[src/logic/region_mode_params.svh]
// constants for the per-domain region mode control registers
// assumes: included by the package and by every design file that needs offsets or resets
`ifndef REGION_MODE_PARAMS_SVH
`define REGION_MODE_PARAMS_SVH

// ***********************************************************
// register geometry
// ***********************************************************
`define REG_WORD_WIDTH 64
`define MODE_SEL_BIT 2
`define MODE_SEL_RESET 1'h1

// ***********************************************************
// domain count (not fixed by the register map; plain default)
// ***********************************************************
`define NUM_DOMAINS 4
`define DOMAIN_SEL_WIDTH 2

// ***********************************************************
// mode encodings of the select bit
// ***********************************************************
`define MODE_TOTAL 1'h1
`define MODE_REGION 1'h0

`endif

[src/logic/region_mode_pkg.sv]
// types shared by the region mode control block
// assumes: region_mode_params.svh is on the include path
`include "region_mode_params.svh"

package region_mode_pkg;
   typedef logic [`REG_WORD_WIDTH-1:0] reg_word_t;
   typedef logic [`DOMAIN_SEL_WIDTH-1:0] domain_sel_t;
   typedef logic [`NUM_DOMAINS-1:0] domain_vec_t;
endpackage : region_mode_pkg

[src/logic/mode_select_cell.sv]
// one mode select bit for one resource management domain
// assumes: write strobe already decoded for this domain, synchronous to mclk
`timescale 1ns/1ps
`include "region_mode_params.svh"

module mode_select_cell (
   input wire logic mclk,
   input wire logic rst_n,
   input wire logic wr_en,
   input wire logic wr_bit,
   output logic mode_q
);

   logic mode_d;

   // ***********************************************************
   // next value
   // ***********************************************************
   always_comb begin
      mode_d = mode_q;
      if (wr_en) begin
         mode_d = wr_bit;
      end
   end

   // ***********************************************************
   // storage
   // ***********************************************************
   always_ff @(posedge mclk or negedge rst_n) begin
      if (!rst_n) begin
         mode_q <= `MODE_SEL_RESET;
      end else begin
         mode_q <= mode_d;
      end
   end

endmodule : mode_select_cell

[src/logic/region_mode_control.sv]
// bank of 64-bit mode control registers, one per resource management domain
// assumes: software reaches each register by a domain-selected read/write port,
// all inputs synchronous to mclk, one access per cycle
`timescale 1ns/1ps
`include "region_mode_params.svh"

// Overview of operation
// - every control register is a 64-bit word on the access port.
// - mode select bit 2 is read-write, resets to one, selects total legacy mode.
// - a cleared select bit enables per-region monitoring and allocation interfaces.
// - one register per domain, each steering only its own domain.
// - mixing legacy monitoring with region allocation is unsupported, results undefined.
// - legacy interfaces give total bandwidth only, never per-region.
// - bits 63:3 and 1:0 read zero; software writes back what it read.
module region_mode_control
   import region_mode_pkg::*;
(
   input wire logic mclk,
   input wire logic rst_n,
   input wire logic reg_wr_en,
   input wire logic reg_rd_en,
   input wire domain_sel_t reg_domain_sel,
   input wire reg_word_t reg_wdata,
   output reg_word_t reg_rdata,
   output logic reg_rd_valid,
   output domain_vec_t total_mode,
   output domain_vec_t region_mode,
   input wire domain_vec_t legacy_req,
   input wire logic [`NUM_DOMAINS*8-1:0] legacy_region_id,
   output domain_vec_t legacy_grant,
   input wire domain_vec_t region_req,
   output domain_vec_t region_grant,
   output logic mode_mismatch,
   output domain_vec_t legacy_misuse
);

   // ***********************************************************
   // helpers
   // ***********************************************************
   // builds a read word from one select bit; reserved fields read zero
   function automatic reg_word_t pack_word(input logic sel_bit);
      reg_word_t w;
      w = '0;
      w[`MODE_SEL_BIT] = sel_bit;
      return w;
   endfunction : pack_word

   // true when not every domain holds the same mode
   function automatic logic modes_differ(input domain_vec_t m);
      return !((&m) || !(|m));
   endfunction : modes_differ

   // true when a stored select bit picks total legacy operation
   function automatic logic is_total(input logic sel_bit);
      return sel_bit == `MODE_TOTAL;
   endfunction : is_total

   // true when a stored select bit picks per-region operation
   function automatic logic is_region(input logic sel_bit);
      return sel_bit == `MODE_REGION;
   endfunction : is_region

   // ***********************************************************
   // per-domain mode registers
   // ***********************************************************
   domain_vec_t mode_bits;
   domain_vec_t cell_wr;

   // only bit 2 of the written word reaches storage, so reserved writes do nothing
   always_comb begin
      cell_wr = '0;
      if (reg_wr_en) begin
         cell_wr[reg_domain_sel] = 1'h1;
      end
   end

   for (genvar g = 0; g < `NUM_DOMAINS; g++) begin : g_domain
      mode_select_cell u_cell (
         .mclk(mclk),
         .rst_n(rst_n),
         .wr_en(cell_wr[g]),
         .wr_bit(reg_wdata[`MODE_SEL_BIT]),
         .mode_q(mode_bits[g])
      );
   end

   // ***********************************************************
   // read path
   // ***********************************************************
   reg_word_t rdata_q;
   reg_word_t rdata_d;
   logic rd_valid_q;
   logic rd_valid_d;

   always_comb begin
      rdata_d = rdata_q;
      rd_valid_d = reg_rd_en;
      if (reg_rd_en) begin
         rdata_d = pack_word(mode_bits[reg_domain_sel]);
      end
   end

   always_ff @(posedge mclk or negedge rst_n) begin
      if (!rst_n) begin
         rdata_q <= '0;
         rd_valid_q <= 1'h0;
      end else begin
         rdata_q <= rdata_d;
         rd_valid_q <= rd_valid_d;
      end
   end

   assign reg_rdata = rdata_q;
   assign reg_rd_valid = rd_valid_q;

   // ***********************************************************
   // mode outputs and interface gating
   // ***********************************************************
   // the registered copies lag storage by one cycle so every output leaves a flop
   domain_vec_t total_q;
   domain_vec_t total_d;
   domain_vec_t region_q;
   domain_vec_t region_d;

   always_comb begin
      total_d = '0;
      region_d = '0;
      for (int i = 0; i < `NUM_DOMAINS; i++) begin
         total_d[i] = is_total(mode_bits[i]);
         region_d[i] = is_region(mode_bits[i]);
      end
   end

   always_ff @(posedge mclk or negedge rst_n) begin
      if (!rst_n) begin
         total_q <= '1;
         region_q <= '0;
      end else begin
         total_q <= total_d;
         region_q <= region_d;
      end
   end

   // ***********************************************************
   // interface grants
   // ***********************************************************
   // grants read the stored bit, not the lagging copy, so they line up with the mode outputs
   domain_vec_t legacy_grant_q;
   domain_vec_t legacy_grant_d;
   domain_vec_t region_grant_q;
   domain_vec_t region_grant_d;

   always_comb begin
      legacy_grant_d = '0;
      region_grant_d = '0;
      for (int i = 0; i < `NUM_DOMAINS; i++) begin
         // legacy path serves total bandwidth; the region id it carries is ignored
         legacy_grant_d[i] = legacy_req[i] && is_total(mode_bits[i]);
         region_grant_d[i] = region_req[i] && is_region(mode_bits[i]);
      end
   end

   always_ff @(posedge mclk or negedge rst_n) begin
      if (!rst_n) begin
         legacy_grant_q <= '0;
         region_grant_q <= '0;
      end else begin
         legacy_grant_q <= legacy_grant_d;
         region_grant_q <= region_grant_d;
      end
   end

   // ***********************************************************
   // misuse indication
   // ***********************************************************
   domain_vec_t misuse_q;
   domain_vec_t misuse_d;

   always_comb begin
      misuse_d = '0;
      for (int i = 0; i < `NUM_DOMAINS; i++) begin
         // a legacy access in region mode is refused rather than mixed in
         misuse_d[i] = legacy_req[i] && is_region(mode_bits[i]);
      end
   end

   always_ff @(posedge mclk or negedge rst_n) begin
      if (!rst_n) begin
         misuse_q <= '0;
      end else begin
         misuse_q <= misuse_d;
      end
   end

   // ***********************************************************
   // cross-domain agreement
   // ***********************************************************
   // only flagged, never enforced: region grants keep flowing on a mismatch
   logic mismatch_q;
   logic mismatch_d;

   always_comb begin
      mismatch_d = modes_differ(mode_bits);
   end

   always_ff @(posedge mclk or negedge rst_n) begin
      if (!rst_n) begin
         mismatch_q <= 1'h0;
      end else begin
         mismatch_q <= mismatch_d;
      end
   end

   // region id on the legacy path is deliberately unused: total mode has no regions
   logic unused_region_id;
   assign unused_region_id = ^legacy_region_id;

   assign total_mode = total_q;
   assign region_mode = region_q;
   assign legacy_grant = legacy_grant_q;
   assign region_grant = region_grant_q;
   assign legacy_misuse = misuse_q;
   assign mode_mismatch = mismatch_q;

endmodule : region_mode_control

[config.mk]
export PLATFORM = sky130hd
export DESIGN_NAME = region_mode_control
export DESIGN_NICKNAME = d
export VERILOG_FILES = /design/src/logic/region_mode_pkg.sv /design/src/logic/mode_select_cell.sv /design/src/logic/region_mode_control.sv
export VERILOG_INCLUDE_DIRS = /design/src /design/src/logic
export SDC_FILE = /design/constraint.sdc
export NUM_CORES = 1
export LEC_CHECK = 0
export BUFFER_PORTS_ARGS = -buffer_cell sky130_fd_sc_hd__buf_2
export CAP_MARGIN = 5
export CORE_AREA = 2 2 76 78
export DETAILED_ROUTE_END_ITERATION = 16
export DIE_AREA = 0 0 78 80
export PLACE_DENSITY = 0.8
export SYNTH_ARGS = -nofsm -noshare
export SYNTH_HDL_FRONTEND = slang
export SYNTH_SLANG_ARGS = --single-unit
[constraint.sdc]
create_clock -name mclk -period 1.3 [get_ports mclk]
set_input_delay 0.26 -clock mclk [delete_from_list [all_inputs] [get_ports mclk]]
set_output_delay 0.26 -clock mclk [all_outputs]
set_load 0.1 [all_outputs]
==> impl_results.md <==
- CTS H-tree depth: 1
- Number of synthesized register bits: 27
- Top-level I/O count: 196
- Commonest cells after routing, fill and taps aside: conb_1 (63), dfrtp_1 (18), buf_12 (18)
- Leakage: 0.000875 µW
- DIE AREA: 0.00624 mm²
- Hold path cells: 1
- Min-delay src: reg_rd_en
- Hold EP: reg_rd_valid$_DFF_PN0_
- Post-synthesis cell area: 0.00139 mm²
- Largest area contributor in the netlist: dfrtp_1
- Post-DRT Antenna Nets: 0
- Comb pwr share: 0.570
- Crit-path slowest cell: buf_2
- CP top delay family: buffers and inverters
- Gr busiest metal: met2
- Initial Util: 0.258
- Synth async-reset ratio: 1.00
- Pwr dens: 2080 mW/mm²
- Final WS setup: 33.3 ps
- Worst-path fanout max: 1
- Commonest non-fill, non-tap cell in the layout: conb_1
- WS Path Type: register to output pin
- Synth Area in Simple Gates: 0.101
- Fmax: 0.789 GHz
- M1 GR Usage: 0.0730
- Final Skew: 8.32 ps
- Switching Fraction: 0.557
- Finish-stage setup viols: 0
- Gp weighted congestion: 0.823
- Xor and xnor area share after synthesis: 0
- Die height: 80 µm
- GRT overflow: 0
- Iter 0 DRT Violations: 40
- HP Class: primary input to register
- RR Startpoint: g_domain[2].u_cell.mode_q$_DFFE_PN1P_
- Row count: 27
- Vias in the first global route: 623
- Average size of a mapped cell: 11.0 µm²
- Max clock buf depth: 2
- Drt drc: 0
- Post-synth EDFFs: 0
- Via/cell ratio: 3.28
- Fraction of layout cells with a size suffix above 1: 0.293
- R2R cell count: 3
- Clk_lat worst skew: 270 ps
- Status: completed
- GR Util met2: 0.106
- DRT Wirelength: 2140 µm
- Worst-path clk slew: 80 ps
- Met3 usage: 0.0373
- VDD IR max: 0.626 mV
- RSZ-0062 raised after global routing: no
- CTS tree: built
- Clock share of power: 0.123
- Place WS: 178 ps
- Largest net degree at the start of global routing: 28
- Yosys warns: 0
- Nature of the critical path startpoint: register
- Fin crit period: 1270 ps
- Worst-path cell chain: buf_2
- Largest family of logic cells by synthesized area: buffers and inverters
- Worst-Margin Slew: 559 ps
- DPL Wire Length: 1780 µm
- Number of max-cap violations: 0
- Core Area: 0.00541 mm²
- Die span in x: 78 µm
- Critical path capture point type: output pin
- Root buffer cell: clkbuf_8
- Yosys cell types: 18
- Synthesized-area fraction occupied by adder cells: 0
- Flop pwr share: 0.308
- Final max-slew violation count: 0
- Synth Instances: 127
- Max incr delay on CP: 410 ps
- Wire per inst: 8.93 µm
- CP bufs+invs: 1
- Setup_tns: 0 ps
- IO buf count: 37
- Post-CTS Repair Setup Buffers: 0
- First-pass GRT wire length: 3180 µm
- R2R Path End: reg_rdata[2]$_DFFE_PN0P_
- P&R area growth vs syn: 25.7%
- Synth Area in Compound Gates: 0.0144
- P_sw: 2030 µW
- Top cells by area, synth: dfrtp_1 (34%), buf_4 (34%), dfstp_2 (15%)
- Register area share after synthesis: 0.492
- Initial antenna violation count: 0
- CTS buffer count: 3
- Ys flop type: dfrtp_1
- Drt first pass iters: 4
- Slew headroom: 0.627
- Clock Sinks: 27
- Vias after detailed routing: 783
- R2r setup slk: 170 ps
- ANT cells: 0
- Total track usage: 0.0677
- Worst endpoint required time: 1040 ps
- NumNets Final: 278
- Worst EP arrival: 1010 ps
- P_int: 1610 µW
- Multiplexer share of the synthesized area: 0.0314
- Final period utilization: 0.974
- Final Hold Fails: 0
- Yosys top cell area share: 0.341
## cell type report
cell class	instances	area [µm²]
tap	72	90.1
timing repair buffer	38	473
sequential	27	687
inverter	4	15.0
fill	548	3650
clock buffer	4	45.0
multi-input combinational	94	440
## metal layers
metal  vias to the layer above  wire length, µm
met1                       355              696
met3                         3              447
met4                         0               36
met2                        76              954
met5                         -                0
li1                        349                -
## per-stage QoR
| stage | hold slack [ps] | utilization | cell area (µm²) | total power (µW) | cells |
|---|---|---|---|---|---|
| after floorplan | -35.6 | - | 1630 | 2870 | 189 |
| after global placement | 272 | 0.312 | 1690 | 3200 | 234 |
| after detailed placement | 283 | 0.312 | 1690 | 3210 | 234 |
| after CTS | 136 | 0.322 | 1740 | 3670 | 239 |
| after global routing | 134 | 0.324 | 1750 | 3780 | 239 |
| final | 141 | 0.324 | 1750 | 3650 | 239 |
## power by group through the flow
stage	registers (µW)	logic [µW]	clock network, µW
finish	1120	2080	447
global route	1140	2130	503
CTS	1130	2080	465
detailed placement	1140	2070	0
global placement	1130	2060	0
floorplan	1850	1020	0
## how the worst max path moves through the flow
stage                                                      from                       end  slack, ps  cells after the start
after floorplan                        reg_rdata[2]$_DFFE_PN0P_  reg_rdata[2]$_DFFE_PN0P_        130                      2
after global placement    g_domain[0].u_cell.mode_q$_DFFE_PN1P_   mode_mismatch$_DFF_PN0_        170                      3
after detailed placement  g_domain[0].u_cell.mode_q$_DFFE_PN1P_   mode_mismatch$_DFF_PN0_        180                      3
after CTS                               mode_mismatch$_DFF_PN0_             mode_mismatch         10                      1
after global routing                   region_mode[1]$_DFF_PN0_            region_mode[1]          4                      1
final                                  region_mode[1]$_DFF_PN0_            region_mode[1]         30                      1
## timing repair
item,in CTS,in global routing
resized for setup,0,3
endpoints found under the hold margin,19,0
hold buffers,1,0
setup endpoints to repair,0,3
## flip-flops by register name (all words and copies together) (netlist names)
register and flops:
g_domain.u_cell.mode_q 4, legacy_grant 4, legacy_misuse 4, mode_mismatch 1, reg_rd_valid 1, reg_rdata 1
region_grant 4, region_mode 4, total_mode 4
## cell usage after synthesis, drive strengths merged, types with 2 or more instances
| cell | instances |
|---|---|
| nor2 | 2 |
| nor4 | 2 |
| nor3b | 2 |
| dfrtp | 19 |
| nand2 | 3 |
| buf | 64 |
| mux2 | 3 |
| o21ai | 2 |
| inv | 4 |
| nor2b | 9 |
| and2 | 4 |
| dfstp | 8 |
## kinds of logic after synthesis
kind of cell	count (synthesis)
flip-flops	27
AND/OR/NAND/NOR	24
buffers and inverters	68
AO/OA/AOI/OAI	3
other	1
multiplexers	4
Note: power is estimated with default switching activity, not from simulation.
